--- config.mk ---
export PLATFORM = sky130hd
export DESIGN_NAME = lks_supervisor
export DESIGN_NICKNAME = d
export VERILOG_FILES = /design/src/rtl/lks_pkg.sv /design/src/rtl/lks_supervisor.sv
export VERILOG_INCLUDE_DIRS = /design/src /design/src/rtl
export SDC_FILE = /design/constraint.sdc
export NUM_CORES = 1
export LEC_CHECK = 0
export BUFFER_PORTS_ARGS = -buffer_cell sky130_fd_sc_hd__buf_2
export CORE_ASPECT_RATIO = 1.75
export CORE_UTILIZATION = 57
export CTS_CLUSTER_DIAMETER = 150
export CTS_CLUSTER_SIZE = 40
export DETAILED_ROUTE_END_ITERATION = 8
export HOLD_SLACK_MARGIN = 0.02
export PLACE_DENSITY = 0.87
export SLEW_MARGIN = 20
export SYNTH_ARGS = -nofsm -noshare
export SYNTH_HDL_FRONTEND = slang
export SYNTH_SLANG_ARGS = --single-unit
--- constraint.sdc ---
create_clock -name clock -period 3.8 [get_ports clock]
set_clock_uncertainty 0.2 [all_clocks]
set_input_delay 0.95 -clock clock [delete_from_list [all_inputs] [get_ports clock]]
set_output_delay 0.95 -clock clock [all_outputs]
set_load 0.05 [all_outputs]
--- src/rtl/lks_defs.svh ---
`ifndef LKS_DEFS_SVH
`define LKS_DEFS_SVH

// system clock rate and the one-second tick
`define LKS_CLK_HZ          50000000
`define LKS_TICK_S          1
`define LKS_TICK_CYCLES     (`LKS_TICK_S * `LKS_CLK_HZ)

// serial prefix for data coming from the network sockets
`define LKS_HDR_B0          8'haa
`define LKS_HDR_B1          8'hfe
`define LKS_HDR_B2          8'h55
`define LKS_HDR_SOCK0       8'h00
`define LKS_HDR_SOCK1       8'h01

// interval limits and reset values, in seconds
`define LKS_RESTART_DEF_S   16'h0708
`define LKS_RESTART_MIN_S   16'h003c
`define LKS_SHORT_MIN_S     16'h0001

// pre-connection buffer limits
`define LKS_BUF_PKTS        1024
`define LKS_BUF_BYTES       10240

// heartbeat user content limit in bytes
`define LKS_HB_MAX_LEN      8'h80

`endif

--- src/rtl/lks_pkg.sv ---
package lks_pkg;

  // heartbeat content choice
  typedef enum logic [1:0] {
    LKS_HB_SERIAL_ID,
    LKS_HB_MAC,
    LKS_HB_USER
  } lks_hb_sel_t;

  // serial transmit path state
  typedef enum logic [1:0] {
    LKS_TX_IDLE,
    LKS_TX_HDR,
    LKS_TX_DATA
  } lks_tx_state_t;

endpackage : lks_pkg

--- src/rtl/lks_supervisor.sv ---
// Overview of operation
// - data from socket two goes to serial behind header aa fe 55 01
// - in client mode, lost link is retried at the reconnection interval
// - reconnection interval 0 to 65535 seconds; zero retries at once
// - with restart on, no network data for the timeout restarts the unit
// - restart timeout spans 60 to 65535 seconds, default 1800
// - short connection only in tcp or http client, off after reset
// - short connection opens the link only when data waits to be sent
// - open short link closes after idle time without serial or network traffic
// - short connection idle time spans 1 to 65535 seconds
// - client serial data is buffered while no link exists
// - full buffer overwrites its oldest entry with new serial data while unlinked in client mode
// - clear-on-connect discards serial data received before connection
// - without clear-on-connect, buffered data is forwarded once connected
// - serial heartbeat counts from serial idle, fires at its period
// - heartbeat content chosen as serial id, mac or user data, per heartbeat
// - user heartbeat content limited to 128 bytes, hex flag passed on
// - network heartbeats only in client mode, apart from any mqtt keepalive
// - each network link keeps its own heartbeat timer and content
// - network heartbeat starts at link up and fires every period
// - data from socket one goes to serial behind header aa fe 55 00

`include "lks_defs.svh"

////////////////////////////////////////////////////////////////////////////////
// first-in first-out buffer with drop-oldest support

module lks_fifo #(
  parameter int WIDTH = 8,
  parameter int DEPTH = 8
) (
  // clock and reset
  input  wire logic             clock,
  input  wire logic             reset_n,
  // write side
  input  wire logic             in_valid,
  output logic                  in_ready,
  input  wire logic [WIDTH-1:0] in_data,
  input  wire logic             overwrite,
  // read side
  output logic                  out_valid,
  input  wire logic             out_ready,
  output logic      [WIDTH-1:0] out_data,
  // housekeeping
  input  wire logic             flush,
  output logic                  full,
  output logic                  empty
);
  localparam int AW = (DEPTH > 1) ? $clog2(DEPTH) : 1;

  logic [WIDTH-1:0] mem [DEPTH];
  logic [AW-1:0]    wr_ptr;
  logic [AW-1:0]    rd_ptr;
  logic [AW:0]      count;
  logic             do_wr;
  logic             do_rd;

  assign full      = (count == (AW+1)'(DEPTH));
  assign empty     = (count == '0);
  assign in_ready  = !full || overwrite;
  assign out_valid = !empty;
  assign out_data  = mem[rd_ptr];
  assign do_wr     = in_valid && in_ready;
  assign do_rd     = (out_valid && out_ready) || (do_wr && full);

  always_ff @(posedge clock) begin
    if (do_wr) begin
      mem[wr_ptr] <= in_data;
    end
  end

  always_ff @(posedge clock or negedge reset_n) begin
    if (!reset_n) begin
      wr_ptr <= '0;
      rd_ptr <= '0;
      count  <= '0;
    end else if (flush) begin
      wr_ptr <= '0;
      rd_ptr <= '0;
      count  <= '0;
    end else begin
      if (do_wr) begin
        wr_ptr <= (wr_ptr == AW'(DEPTH - 1)) ? '0 : wr_ptr + 1'b1;
      end
      if (do_rd) begin
        rd_ptr <= (rd_ptr == AW'(DEPTH - 1)) ? '0 : rd_ptr + 1'b1;
      end
      count <= count + (AW+1)'(do_wr) - (AW+1)'(do_rd);
    end
  end

endmodule : lks_fifo

////////////////////////////////////////////////////////////////////////////////
// link supervisor top

module lks_supervisor
  import lks_pkg::*;
#(
  parameter int TICK_CYCLES = `LKS_TICK_CYCLES,
  parameter int BUF_DEPTH   = 8
) (
  // clock and reset
  input  wire logic        clock,
  input  wire logic        reset_n,
  // configuration
  input  wire logic        client_mode,
  input  wire logic        tcp_http_client,
  input  wire logic [15:0] reconn_interval,
  input  wire logic        restart_en,
  input  wire logic [15:0] restart_period,
  input  wire logic        short_en,
  input  wire logic [15:0] short_time,
  input  wire logic        clear_on_connect,
  input  wire logic [15:0] ser_hb_period,
  input  wire lks_hb_sel_t ser_hb_sel,
  input  wire logic        ser_hb_hex,
  input  wire logic [7:0]  ser_hb_len,
  input  wire logic [31:0] net_hb_period,
  input  wire logic [3:0]  net_hb_sel,
  input  wire logic [1:0]  net_hb_hex,
  input  wire logic [15:0] net_hb_len,
  // link control
  input  wire logic [1:0]  link_up,
  input  wire logic        connect_fail,
  output logic             connect_req,
  output logic             disconnect_req,
  output logic             restart_req,
  // serial receive, toward the network
  input  wire logic        ser_rx_valid,
  output logic             ser_rx_ready,
  input  wire logic [7:0]  ser_rx_data,
  output logic             net_tx_valid,
  input  wire logic        net_tx_ready,
  output logic [7:0]       net_tx_data,
  // network receive, toward the serial port
  input  wire logic        sock_rx_valid,
  output logic             sock_rx_ready,
  input  wire logic [7:0]  sock_rx_data,
  input  wire logic        sock_rx_id,
  input  wire logic        sock_rx_last,
  output logic             ser_tx_valid,
  input  wire logic        ser_tx_ready,
  output logic [7:0]       ser_tx_data,
  // heartbeats
  output logic             ser_hb_req,
  output lks_hb_sel_t      ser_hb_sel_out,
  output logic             ser_hb_hex_out,
  output logic [7:0]       ser_hb_len_out,
  output logic [1:0]       net_hb_req,
  output logic [3:0]       net_hb_sel_out,
  output logic [1:0]       net_hb_hex_out,
  output logic [15:0]      net_hb_len_out
);

  ////////////////////////////////////////////////////////////////////////////
  // one-second tick

  logic [31:0] tick_cnt;
  logic        tick;

  assign tick = (tick_cnt == 32'(TICK_CYCLES - 1));

  always_ff @(posedge clock or negedge reset_n) begin
    if (!reset_n) begin
      tick_cnt <= '0;
    end else begin
      tick_cnt <= tick ? '0 : tick_cnt + 32'h1;
    end
  end

  ////////////////////////////////////////////////////////////////////////////
  // serial receive buffer

  logic link_any;
  logic short_mode;
  logic buf_full;
  logic buf_empty;
  logic buf_valid;
  logic buf_drop;
  logic link_rise;
  logic link_q;

  assign link_any   = link_up[0];
  assign short_mode = short_en && client_mode && tcp_http_client;
  assign buf_drop   = client_mode && !link_any && clear_on_connect;
  assign link_rise  = link_any && !link_q;

  always_ff @(posedge clock or negedge reset_n) begin
    if (!reset_n) begin
      link_q <= 1'b0;
    end else begin
      link_q <= link_any;
    end
  end

  logic fifo_in_ready;

  assign ser_rx_ready = buf_drop || fifo_in_ready;

  lks_fifo #(
    .WIDTH (8),
    .DEPTH (BUF_DEPTH)
  ) u_buf (
    .clock     (clock),
    .reset_n   (reset_n),
    .in_valid  (ser_rx_valid && !buf_drop),
    .in_ready  (fifo_in_ready),
    .in_data   (ser_rx_data),
    .overwrite (client_mode && !link_any),
    .out_valid (buf_valid),
    .out_ready (net_tx_ready && link_any),
    .out_data  (net_tx_data),
    .flush     (link_rise && clear_on_connect),
    .full      (buf_full),
    .empty     (buf_empty)
  );

  assign net_tx_valid = buf_valid && link_any;

  ////////////////////////////////////////////////////////////////////////////
  // reconnection and short connection open

  logic [15:0] recon_cnt;
  logic        attempt;
  logic        want_link;
  logic        recon_due;

  assign want_link = client_mode && !link_any && (!short_mode || !buf_empty);
  assign recon_due = (reconn_interval == 16'h0) || (recon_cnt == 16'h0);

  always_ff @(posedge clock or negedge reset_n) begin
    if (!reset_n) begin
      recon_cnt   <= '0;
      attempt     <= 1'b0;
      connect_req <= 1'b0;
    end else begin
      connect_req <= 1'b0;
      if (!want_link || link_any) begin
        attempt   <= 1'b0;
        recon_cnt <= '0;
      end else if (attempt) begin
        if (connect_fail) begin
          attempt   <= 1'b0;
          recon_cnt <= reconn_interval;
        end
      end else if (recon_due) begin
        attempt     <= 1'b1;
        connect_req <= 1'b1;
      end else if (tick) begin
        recon_cnt <= recon_cnt - 16'h1;
      end
    end
  end

  ////////////////////////////////////////////////////////////////////////////
  // timeout restart

  logic [15:0] rst_limit;
  logic [15:0] rst_cnt;

  assign rst_limit = (restart_period < `LKS_RESTART_MIN_S) ? `LKS_RESTART_MIN_S : restart_period;

  always_ff @(posedge clock or negedge reset_n) begin
    if (!reset_n) begin
      rst_cnt     <= `LKS_RESTART_DEF_S;
      restart_req <= 1'b0;
    end else begin
      restart_req <= 1'b0;
      if (!restart_en || (sock_rx_valid && sock_rx_ready)) begin
        rst_cnt <= rst_limit;
      end else if (tick) begin
        if (rst_cnt <= 16'h1) begin
          restart_req <= 1'b1;
          rst_cnt     <= rst_limit;
        end else begin
          rst_cnt <= rst_cnt - 16'h1;
        end
      end
    end
  end

  ////////////////////////////////////////////////////////////////////////////
  // short connection idle close

  logic [15:0] short_limit;
  logic [15:0] short_cnt;
  logic        net_busy;

  assign short_limit = (short_time < `LKS_SHORT_MIN_S) ? `LKS_SHORT_MIN_S : short_time;
  assign net_busy    = ser_rx_valid || (net_tx_valid && net_tx_ready) || sock_rx_valid;

  always_ff @(posedge clock or negedge reset_n) begin
    if (!reset_n) begin
      short_cnt      <= '0;
      disconnect_req <= 1'b0;
    end else begin
      disconnect_req <= 1'b0;
      if (!short_mode || !link_any || net_busy) begin
        short_cnt <= short_limit;
      end else if (tick) begin
        if (short_cnt <= 16'h1) begin
          disconnect_req <= 1'b1;
          short_cnt      <= short_limit;
        end else begin
          short_cnt <= short_cnt - 16'h1;
        end
      end
    end
  end

  ////////////////////////////////////////////////////////////////////////////
  // serial transmit with socket header

  lks_tx_state_t tx_state;
  logic [1:0]    hdr_idx;
  logic          hdr_id;
  logic [7:0]    hdr_byte;

  always_comb begin
    case (hdr_idx)
      2'd0:    hdr_byte = `LKS_HDR_B0;
      2'd1:    hdr_byte = `LKS_HDR_B1;
      2'd2:    hdr_byte = `LKS_HDR_B2;
      default: hdr_byte = hdr_id ? `LKS_HDR_SOCK1 : `LKS_HDR_SOCK0;
    endcase
  end

  assign ser_tx_valid  = (tx_state == LKS_TX_HDR) || ((tx_state == LKS_TX_DATA) && sock_rx_valid);
  assign ser_tx_data   = (tx_state == LKS_TX_HDR) ? hdr_byte : sock_rx_data;
  assign sock_rx_ready = (tx_state == LKS_TX_DATA) && ser_tx_ready;

  always_ff @(posedge clock or negedge reset_n) begin
    if (!reset_n) begin
      tx_state <= LKS_TX_IDLE;
      hdr_idx  <= '0;
      hdr_id   <= 1'b0;
    end else begin
      case (tx_state)
        LKS_TX_IDLE: begin
          if (sock_rx_valid) begin
            hdr_id   <= sock_rx_id;
            hdr_idx  <= '0;
            tx_state <= LKS_TX_HDR;
          end
        end
        LKS_TX_HDR: begin
          if (ser_tx_ready) begin
            hdr_idx <= hdr_idx + 2'd1;
            if (hdr_idx == 2'd3) begin
              tx_state <= LKS_TX_DATA;
            end
          end
        end
        LKS_TX_DATA: begin
          if (sock_rx_valid && ser_tx_ready && sock_rx_last) begin
            tx_state <= LKS_TX_IDLE;
          end
        end
        default: tx_state <= LKS_TX_IDLE;
      endcase
    end
  end

  ////////////////////////////////////////////////////////////////////////////
  // serial idle heartbeat

  logic [15:0] ser_hb_cnt;
  logic        ser_busy;

  assign ser_busy       = ser_rx_valid || ser_tx_valid;
  assign ser_hb_sel_out = ser_hb_sel;
  assign ser_hb_hex_out = ser_hb_hex;
  assign ser_hb_len_out = (ser_hb_len > `LKS_HB_MAX_LEN) ? `LKS_HB_MAX_LEN : ser_hb_len;

  always_ff @(posedge clock or negedge reset_n) begin
    if (!reset_n) begin
      ser_hb_cnt <= '0;
      ser_hb_req <= 1'b0;
    end else begin
      ser_hb_req <= 1'b0;
      if (ser_busy || ser_hb_period == 16'h0 || ser_hb_cnt == 16'h0) begin
        ser_hb_cnt <= ser_hb_period;
      end else if (tick) begin
        if (ser_hb_cnt <= 16'h1) begin
          ser_hb_req <= 1'b1;
          ser_hb_cnt <= ser_hb_period;
        end else begin
          ser_hb_cnt <= ser_hb_cnt - 16'h1;
        end
      end
    end
  end

  ////////////////////////////////////////////////////////////////////////////
  // per-link network heartbeat

  logic [1:0] link_prev;

  always_ff @(posedge clock or negedge reset_n) begin
    if (!reset_n) begin
      link_prev <= '0;
    end else begin
      link_prev <= link_up;
    end
  end

  for (genvar i = 0; i < 2; i++) begin : g_net_hb
    logic [15:0] cnt;
    logic [15:0] per;
    logic [7:0]  len;

    assign per = net_hb_period[16*i +: 16];
    assign len = net_hb_len[8*i +: 8];
    assign net_hb_sel_out[2*i +: 2] = net_hb_sel[2*i +: 2];
    assign net_hb_hex_out[i]        = net_hb_hex[i];
    assign net_hb_len_out[8*i +: 8] = (len > `LKS_HB_MAX_LEN) ? `LKS_HB_MAX_LEN : len;

    always_ff @(posedge clock or negedge reset_n) begin
      if (!reset_n) begin
        cnt           <= '0;
        net_hb_req[i] <= 1'b0;
      end else begin
        net_hb_req[i] <= 1'b0;
        if (!client_mode || !link_up[i] || !link_prev[i] || per == 16'h0 || cnt == 16'h0) begin
          cnt <= per;
        end else if (tick) begin
          if (cnt <= 16'h1) begin
            net_hb_req[i] <= 1'b1;
            cnt           <= per;
          end else begin
            cnt <= cnt - 16'h1;
          end
        end
      end
    end
  end

endmodule : lks_supervisor

Yosys cells after proc, flatten, opt, wreduce, memory -nomap -nowiden

Memories as Yosys holds them, arrays and structs flattened.
Cells that the tools add are included.

Register bits: 153
Memories kept: 1
Input bits: 161
RAM bits: 64

Memory list:

| memory    | depth | width | rd ports | clocked after memory_dff | write ports | RTL line             | text |
|---|---|---|---|---|---|---|---|
| u_buf.mem | 8     | 8     | 1        | 0                        | 1           | lks_supervisor.sv:51 | `logic [WIDTH-1:0] mem [DEPTH];` |

Reductions and logical operators: 78
Muxes and demuxes: 67
Equality and inequality tests: 15
Add/subtract/negate cells: 12
Magnitude comparators: 10

Operators by type and width:

| operator                                                                          | number |
|---|---|
| 16-bit two-way mux                                                                | 22 |
| 16-bit logical NOT                                                                | 8 |
| 16-bit by 1-bit subtractor with 16-bit output, second input constant              | 6 |
| 16-bit by 1-bit less-or-equal comparator with 1-bit output, second input constant | 5 |
| 32-bit by 1-bit adder with 32-bit output, second input constant                   | 1 |
| 32-bit by 26-bit == test with 1-bit output, second input constant                 | 1 |
| 32-bit two-way mux                                                                | 1 |
| 8-bit two-way mux                                                                 | 4 |
| 8-bit > comparator, second input constant                                         | 3 |
| 1-bit two-way mux                                                                 | 24 |
| 8-bit one-hot mux with 3 select lines                                             | 1 |
| 1-bit logical OR                                                                  | 23 |
| 1-bit logical AND                                                                 | 19 |
| 3-bit two-way mux                                                                 | 6 |
| 16-bit by 1-bit less-than comparator with 1-bit output, second input constant     | 1 |
| 16-bit by 6-bit less-than comparator with 1-bit output, second input constant     | 1 |
| 2-bit nonzero test                                                                | 8 |
| 1-bit logical NOT                                                                 | 12 |
| 2-bit two-way mux                                                                 | 6 |
| 3-bit by 1-bit adder with 3-bit output, second input constant                     | 2 |
| 2-bit == test, second input constant                                              | 3 |
| 3-bit == test, second input constant                                              | 2 |
| 3-bit by 2-bit inequality test with 1-bit output, second input constant           | 2 |
| 2-bit one-hot mux with 3 select lines                                             | 1 |
| 15 further kinds                                                                  | 20 |

Logic depth before layout (Yosys ltp)

Gate-level depths: netlist (run 1).

Depth after elaboration: 10
Mapped depth: 13

Cells and area by module

From an unflattened synthesis (run 1), not the netlist that was laid out.

Cell total of the unflattened synthesis: 1,279
Area, all modules: 12,524.5 um^2

By module, submodules not included:

| module         | cells an instance | seq. area each (um^2) | times used | area an instance (um^2) |
|---|---|---|---|---|
| lks_supervisor | 1,112             | 3,558.4               | 1          | 9,287.7 |
| lks_fifo       | 167               | 2,172.1               | 1          | 3,236.9 |

Worst setup path before layout (run 1)

No wires, ideal clock.

Path type: input-to-reg
From: input client_mode
To: register u_buf.count[1]
Buffers on the path: 0
Library setup time: 0.132 ns
Stages: 9
Setup slack: 0.202 ns
Arrival: 3.265 ns
Data required time: 3.468 ns
Path through: nor2b_1 -> nand3b_1 -> nand3_1 -> o21ai_1 -> ha_1 -> inv_1 -> ha_1 -> fa_1 -> nor2b_1

Cells in the longest elaborated chain, start to end: 9
Elaborated cells on any way between the ends: 11

RTL lines:

| what                                                                           | RTL line                                     | text |
|---|---|---|
| start, declared                                                                | lks_supervisor.sv:107                        | `input wire logic client_mode,` |
| 1-bit logical AND (*)                                                          | lks_supervisor.sv:186, lks_supervisor.sv:210 |  |
| 1-bit logical AND                                                              | lks_supervisor.sv:186                        | `assign buf_drop = client_mode && !link_any && clear_on_connect;` |
| 1-bit logical NOT                                                              | lks_supervisor.sv:207                        | `.in_valid (ser_rx_valid && !buf_drop),` |
| 1-bit logical AND                                                              | lks_supervisor.sv:207                        |  |
| 1-bit logical AND (*)                                                          | lks_supervisor.sv:63                         | `assign do_wr = in_valid && in_ready;` |
| branches (longest 2 deep; another with 4-bit by 1-bit adder with 4-bit output) | -                                            |  |
| 4-bit by 1-bit subtractor with 4-bit output (*)                                | lks_supervisor.sv:88                         | `count <= count + (AW+1)'(do_wr) - (AW+1)'(do_rd);` |
| 4-bit two-way mux (*)                                                          | lks_supervisor.sv:77                         | `end else if (flush) begin` |
| end signal, assigned                                                           | lks_supervisor.sv:88                         |  |
| end, declared                                                                  | lks_supervisor.sv:54                         | `logic [AW:0] count;` |

Every way passes the cells marked *.
A chain may end at the register's enable or synchronous reset.

Worst setup path in the final report (run 1)

From: register u_buf.rd_ptr[1]
To: output net_tx_data[3]

Cells in the longest elaborated chain, start to end: 1

RTL lines:

| what                   | RTL line              | text |
|---|---|---|
| start, declared        | lks_supervisor.sv:53  | `logic [AW-1:0] rd_ptr;` |
| start signal, assigned | lks_supervisor.sv:86  | `rd_ptr <= (rd_ptr == AW'(DEPTH - 1)) ? '0 : rd_ptr + 1'b1;` |
| memory read 8 x 8 bit  | -                     |  |
| end, declared          | lks_supervisor.sv:135 | `output logic [7:0] net_tx_data,` |

No other way between the ends.

==> results of run 1 <==
## flip-flops by register name, indices dropped and copies added, names as in the netlist, 2 cells and up
register,flops
tx_state,2
recon_cnt,16
u_buf.wr_ptr,3
link_prev,2
ser_hb_cnt,16
short_cnt,16
u_buf.mem,64
net_hb_req,2
rst_cnt,16
hdr_idx,2
tick_cnt,32
u_buf.count,4
g_net_hb.cnt,32
u_buf.rd_ptr,3
## routing by layer
metal / global-route usage / up-vias
met1: 0.300 / 5157
met3: 0.0250 / 111
met4: 0.143 / 0
met5: 0 / -
li1: - / 4987
met2: 0.530 / 417
## kinds of logic (layout without fill, tap and decap cells)
group,after synthesis,count (layout),synth area share
and+or+nand+nor,530,530,0.228
AOI/OAI and AO/OA,303,303,0.157
DFF,216,216,0.476
buffers and inverters,99,279,0.0347
muxes,37,37,0.0485
adders and majority gates,31,31,0.0329
xor gates and xnor gates,31,31,0.0226
## worst max path at each step
stage | to | startpoint
finish | net_tx_data[3] | u_buf.rd_ptr[1]
global route | net_tx_data[3] | u_buf.rd_ptr[1]
CTS | net_tx_data[3] | u_buf.rd_ptr[1]
detailed placement | short_cnt[5] | sock_rx_valid
global placement | u_buf.count[1] | client_mode
floorplan | u_buf.count[1] | client_mode
## cell usage in the layout, fill, tap and decap left out, types with 17 or more instances in the layout
| cell type | count |
|---|---|
| edfxtp_1 | 64 |
| nand3_1 | 36 |
| a21oi_1 | 68 |
| o21ai_0 | 116 |
| buf_2 | 200 |
| or3_1 | 17 |
| dfrtp_1 | 148 |
| xnor2_1 | 18 |
| ha_1 | 30 |
| inv_1 | 34 |
| nor4_1 | 58 |
| buf_4 | 30 |
| nor2_1 | 132 |
| nand4_1 | 24 |
| nor3_1 | 52 |
| nand2_1 | 94 |
| nor2b_1 | 33 |
## Yosys cell counts (8+ instances only)
cell / instances / area share
nand4_1: 24 / 0.012
o21ai_0: 116 / 0.048
or3_1: 17 / 0.0088
a32oi_1: 14 / 0.010
a31oi_1: 11 / 0.0057
nor2_1: 133 / 0.041
nand3_1: 36 / 0.015
edfxtp_1: 64 / 0.16
nand2b_1: 10 / 0.0052
xor2_1: 13 / 0.0095
o31a_1: 8 / 0.0058
nor3_1: 53 / 0.022
mux4_2: 16 / 0.030
dfrtp_1: 148 / 0.31
nor2b_1: 33 / 0.017
a21o_1: 9 / 0.0056
clkbuf_1: 41 / 0.013
nor4_1: 58 / 0.030
inv_1: 34 / 0.011
ha_1: 30 / 0.031
nand2_1: 94 / 0.029
or4_1: 8 / 0.0050
mux2i_1: 11 / 0.0092
nor3b_1: 12 / 0.0075
buf_4: 9 / 0.0056
buf_2: 10 / 0.0042
and3_1: 13 / 0.0068
mux2_2: 10 / 0.0094
xnor2_1: 18 / 0.013
a21oi_1: 68 / 0.028
## metrics by stage
step / util / hold WS, ns / worst slack, ns / std cells / area, sq um
2_1_floorplan: - / 0.255 / 0.202 / 1247 / 12000
3_3_place_gp: 0.642 / 0.265 / 0.628 / 1666 / 13300
3_5_place_dp: 0.642 / 0.277 / 0.473 / 1666 / 13300
4_1_cts: 0.654 / 0.215 / 0.366 / 1679 / 13600
5_1_grt: 0.655 / 0.220 / 0.312 / 1679 / 13600
6_report: 0.655 / 0.192 / 0.385 / 1679 / 13600
## critical path: cells and delay by family, from the launching register on
| family | cells | cell delay (ns) |
|---|---|---|
| multiplexers | 2 | 0.71 |
| buffers and inverters | 1 | 0.22 |
| flip-flops | 1 | 0.86 |
## layout make-up
| class | count | area (sq um) |
|---|---|---|
| clock buffers | 12 | 236 |
| clock inverters | 1 | 30.0 |
| fillers | 1621 | 7170 |
| inverters | 34 | 128 |
| multi-input cells | 932 | 5890 |
| flip-flops and latches | 216 | 5730 |
| well taps | 252 | 315 |
| repair buffers | 232 | 1260 |
## power breakdown
part | switching, mW | internal [mW]
registers | 0.304 | 2.69
clock network | 0.720 | 0.460
logic | 1.71 | 0.942
==> flow_metrics.env, run 1 <==
export IMPL_outcome="complete, but fails checks"
export IMPL_violations="DRC"
export IMPL_critPathArrivalTime_ns=2.27
export IMPL_hold_class="input port to async pin"
export IMPL_syn_area_sq_um=12000
export IMPL_route_met3_wl_um=1320
export IMPL_netlist_instances=1247
export IMPL_routed_via_density=6.36
export IMPL_grt_ovfl_total=0
export IMPL_crit_chain="mux4_2 > mux2_2 > buf_2"
export IMPL_htreeDepth=1
export IMPL_path_max_fanout=18
export IMPL_power_density_nw_per_um2=502
export IMPL_ys_async_sr_fraction=0.704
export IMPL_synth_edf_count=64
export IMPL_die_w_um=112
export IMPL_cts_root_buffer="clkbuf_16"
export IMPL_critical_path_max_stage_delay_ns=0.86
export IMPL_cts_resized=0
export IMPL_drt_total_wl_um=30400
export IMPL_ios=220
export IMPL_finalCriticalPeriod_ns=3.42
export IMPL_wl_met1_um=11100
export IMPL_synth_seq_area_share=0.476
export IMPL_relSlewSlack=0.264
export IMPL_ys_types=74
export IMPL_grt_pass1_vias=10400
export IMPL_rrSetupSlack_ns=0.53
export IMPL_end_kind="primary output"
export IMPL_routed_top_layer="met4"
export IMPL_fin_setup_tns_ns=0
export IMPL_holdBufCountCts=0
export IMPL_reg2reg_to="g_net_hb[1].cnt[12]"
export IMPL_antenna_found_initial=0
export IMPL_path_class="flop to primary output"
export IMPL_max_cap_violations=0
export IMPL_synthesis_nets=1439
export IMPL_die_area_sq_um=21700
export IMPL_synth_area_per_cell_sq_um=9.65
export IMPL_drv_slew=0
export IMPL_portBuffers=201
export IMPL_routedWlPerCell_um=18.1
export IMPL_worst_pin_slew_ns=1.10
export IMPL_layout_drive_gt1_share=0.205
export IMPL_reg2reg_from="tick_cnt[0]"
export IMPL_synth_warnings=0
export IMPL_drt_iter0_drc=902
export IMPL_finalCritPeriodShare=0.899
export IMPL_start_util=0.580
export IMPL_drc=12
export IMPL_synthToLayoutAreaGrowth_pct=12.9
export IMPL_tritoncts="done"
export IMPL_start_kind="flop"
export IMPL_ys_ff_latch=216
export IMPL_hold_violations=0
export IMPL_clockBufferDepth=3
export IMPL_layout_nets=1617
export IMPL_leakagePower_nw=5.67
export IMPL_die_height_um=194
export IMPL_rsz0062_at_grt="false"
export IMPL_numCtsBuffers=9
export IMPL_grt_max_degree=56
export IMPL_reg2reg_depth=7
export IMPL_grt_pass1_wl_um=49000
export IMPL_fmax_mhz=293
export IMPL_gp_congestion=0.958
export IMPL_num_vias=10700
export IMPL_core_area_sq_um=20800
export IMPL_antenna_left=0
export IMPL_setup_viol=0
export IMPL_place_hpwl_um=22700
export IMPL_clk_latency_ns=0.49
export IMPL_grt_use_total=0.278
export IMPL_critPathSlowestCell="dfrtp_1"
export IMPL_dr_wl_met2_um=16500
export IMPL_power_mw=6.83
export IMPL_vdd_drop_max_mv=0.322
export IMPL_row_count=70
export IMPL_cts_sinks=216
export IMPL_diodes=0
export IMPL_post_cts_buffers=0
export IMPL_clkTransAtPathRegs_ns=0.15
export IMPL_yosys_most_used_dff="dfrtp_1"
export IMPL_drt_pre_antenna_iters=9
export IMPL_crit_required_ns=2.65
Note: power is estimated with default switching activity, not from simulation.
==> run 2, diff against run 1 <==
- REMOVE_ABC_BUFFERS: not set -> 1
==> run 2 against run 1 <==
Against the previous run:
- the flow still finishes with violations (DRC)
- utilization up 0.20 points
- flip-flop and latch count unchanged
- cell count up 0.30%
- fmax down 1.2%
- non-clock buffer count up 5
- sequential share of layout area down 0.13 points
- count of clock-buffer cells in the layout unchanged
- sequential power about the same
- design area up 0.31%
==> flow_metrics.env, run 2 (synthesis results as in run 1) <==
export IMPL_outcome="complete, but fails checks"
export IMPL_violations="DRC"
export IMPL_routed_via_density=6.37
export IMPL_drv_slew=0
export IMPL_die_w_um=112
export IMPL_antenna_left=0
export IMPL_leakagePower_nw=5.69
export IMPL_setup_ws_ns=0.342
export IMPL_relSlewSlack=0.392
export IMPL_cts_resized=0
export IMPL_holdBufCountCts=0
export IMPL_routedWlPerCell_um=18.5
export IMPL_crit_chain="buf_4 > mux4_2 > mux2_2 > buf_2"
export IMPL_core_area_sq_um=20800
export IMPL_fin_setup_tns_ns=0
export IMPL_critPathSlowestCell="mux4_2"
export IMPL_antenna_found_initial=1
export IMPL_top_register="u_buf.mem"
export IMPL_path_buf_inv=2
export IMPL_power_density_nw_per_um2=501
export IMPL_path_class="flop to primary output"
export IMPL_grt_max_degree=66
export IMPL_cts_sinks=216
export IMPL_worst_pin_slew_ns=0.903
export IMPL_clockBufferDepth=3
export IMPL_htreeDepth=1
export IMPL_die_area_sq_um=21700
export IMPL_critical_path_max_stage_delay_ns=0.57
export IMPL_place_hpwl_um=23500
export IMPL_cts_root_buffer="clkbuf_16"
export IMPL_diodes=0
export IMPL_drt_pre_antenna_iters=9
export IMPL_tritoncts="done"
export IMPL_hold_class="input port to async pin"
export IMPL_grt_pass1_wl_um=50800
export IMPL_layout_nets=1622
export IMPL_num_vias=10700
export IMPL_nFillCells=1631
export IMPL_layout_commonest_cell="buf_2"
export IMPL_path_max_fanout=16
export IMPL_largest_reg_flops=64
export IMPL_hold_violations=0
export IMPL_setup_viol=0
export IMPL_end_kind="primary output"
export IMPL_rsz0062_at_grt="false"
export IMPL_grt_use_total=0.290
export IMPL_mostFrequentLayoutCells="buf_2 (200), dfrtp_1 (148), nor2_1 (133)"
export IMPL_drc=8
export IMPL_ios=220
export IMPL_gp_congestion=1.01
export IMPL_max_cap_violations=0
export IMPL_clk_latency_ns=0.49
export IMPL_crit_required_ns=2.65
export IMPL_vdd_drop_max_mv=0.896
export IMPL_fmax_mhz=289
export IMPL_grt_pass1_vias=10700
export IMPL_pre_cts_ws_ns=0.495
export IMPL_finalCriticalPeriod_ns=3.46
export IMPL_rrSetupSlack_ns=0.53
export IMPL_start_util=0.580
export IMPL_critPathTopFamily="multiplexers"
export IMPL_finalCritPeriodShare=0.910
export IMPL_reg_top3="u_buf.mem x64, g_net_hb.cnt x32, tick_cnt x32"
export IMPL_critPathArrivalTime_ns=2.31
export IMPL_layout_drive_gt1_share=0.207
export IMPL_grt_ovfl_total=0
export IMPL_portBuffers=201
export IMPL_die_height_um=194
export IMPL_drt_iter0_drc=783
export IMPL_clkTransAtPathRegs_ns=0.14
export IMPL_numCtsBuffers=9
export IMPL_row_count=70
export IMPL_drt_total_wl_um=31100
export IMPL_start_kind="flop"
export IMPL_synthToLayoutAreaGrowth_pct=13.3
export IMPL_post_cts_buffers=0
run 2: cell types whose count changed in the layout (fill, tap and decap cells not counted), sizes merged:
| cell | delta |
|---|---|
| buf | +5 |
run 2: path summary, 6_finish.rpt:
check / from / to / cells past startpoint
min: reset_n / ser_hb_cnt[15] / 1
max reg2reg: tick_cnt[0] / recon_cnt[13] / 8
min in group clock: tick_cnt[0] / tick_cnt[0] / 1
max: u_buf.rd_ptr[0] / net_tx_data[2] / 4
min reg2reg: tick_cnt[0] / tick_cnt[0] / 1
max in group asynchronous: reset_n / short_cnt[3] / 2
run 2: where the power goes:
part / switching (mW) / total, mW / leakage, nW / internal (mW)
registers: 0.314 / 3.01 / 2.48 / 2.69
logic: 1.70 / 2.64 / 3.09 / 0.945
clock network: 0.720 / 1.18 / 0.126 / 0.460
total: 2.73 / 6.83 / 5.69 / 4.10
run 2: stage by stage:
step           total power, mW  area (sq um)  hold slack (ns)   util  instances
3_5_place_dp              5.67         13400            0.285  0.644       1671
3_3_place_gp              5.57         13400            0.266  0.643       1671
4_1_cts                   6.84         13600            0.268  0.657       1684
5_1_grt                   7.20         13600            0.277  0.657       1684
2_1_floorplan             4.87         11700            0.255      -       1182
6_report                  6.83         13600            0.255  0.657       1684
run 2: worst reg2reg max path: cells and delay by family (launching register included):
family	cells	cell delay, ns
AO/OA/AOI/OAI	1	0.27
adder cells (fa/ha/maj)	1	0.22
buffers and inverters	1	0.27
flip-flops	1	0.42
AND/OR/NAND/NOR	5	1.79
run 2: area by class of cell:
cell class / count / area [sq um] / area share
inverters: 34 / 128 / 0.00936
clock buffers: 12 / 236 / 0.0174
repair buffers: 237 / 1290 / 0.0950
multi-input cells: 932 / 5890 / 0.432
clock inverters: 1 / 30.0 / 0.00220
flip-flops and latches: 216 / 5730 / 0.420
well taps: 252 / 315 / 0.0231
run 2: metal layers:
metal  vias to the layer above  GRT usage  part of all wire
li1                       5003          -                 -
met1                      5125      0.295              0.35
met2                       478      0.559              0.55
met3                       127     0.0341             0.049
met4                         2      0.166             0.056
met5                         -          0           0.00032
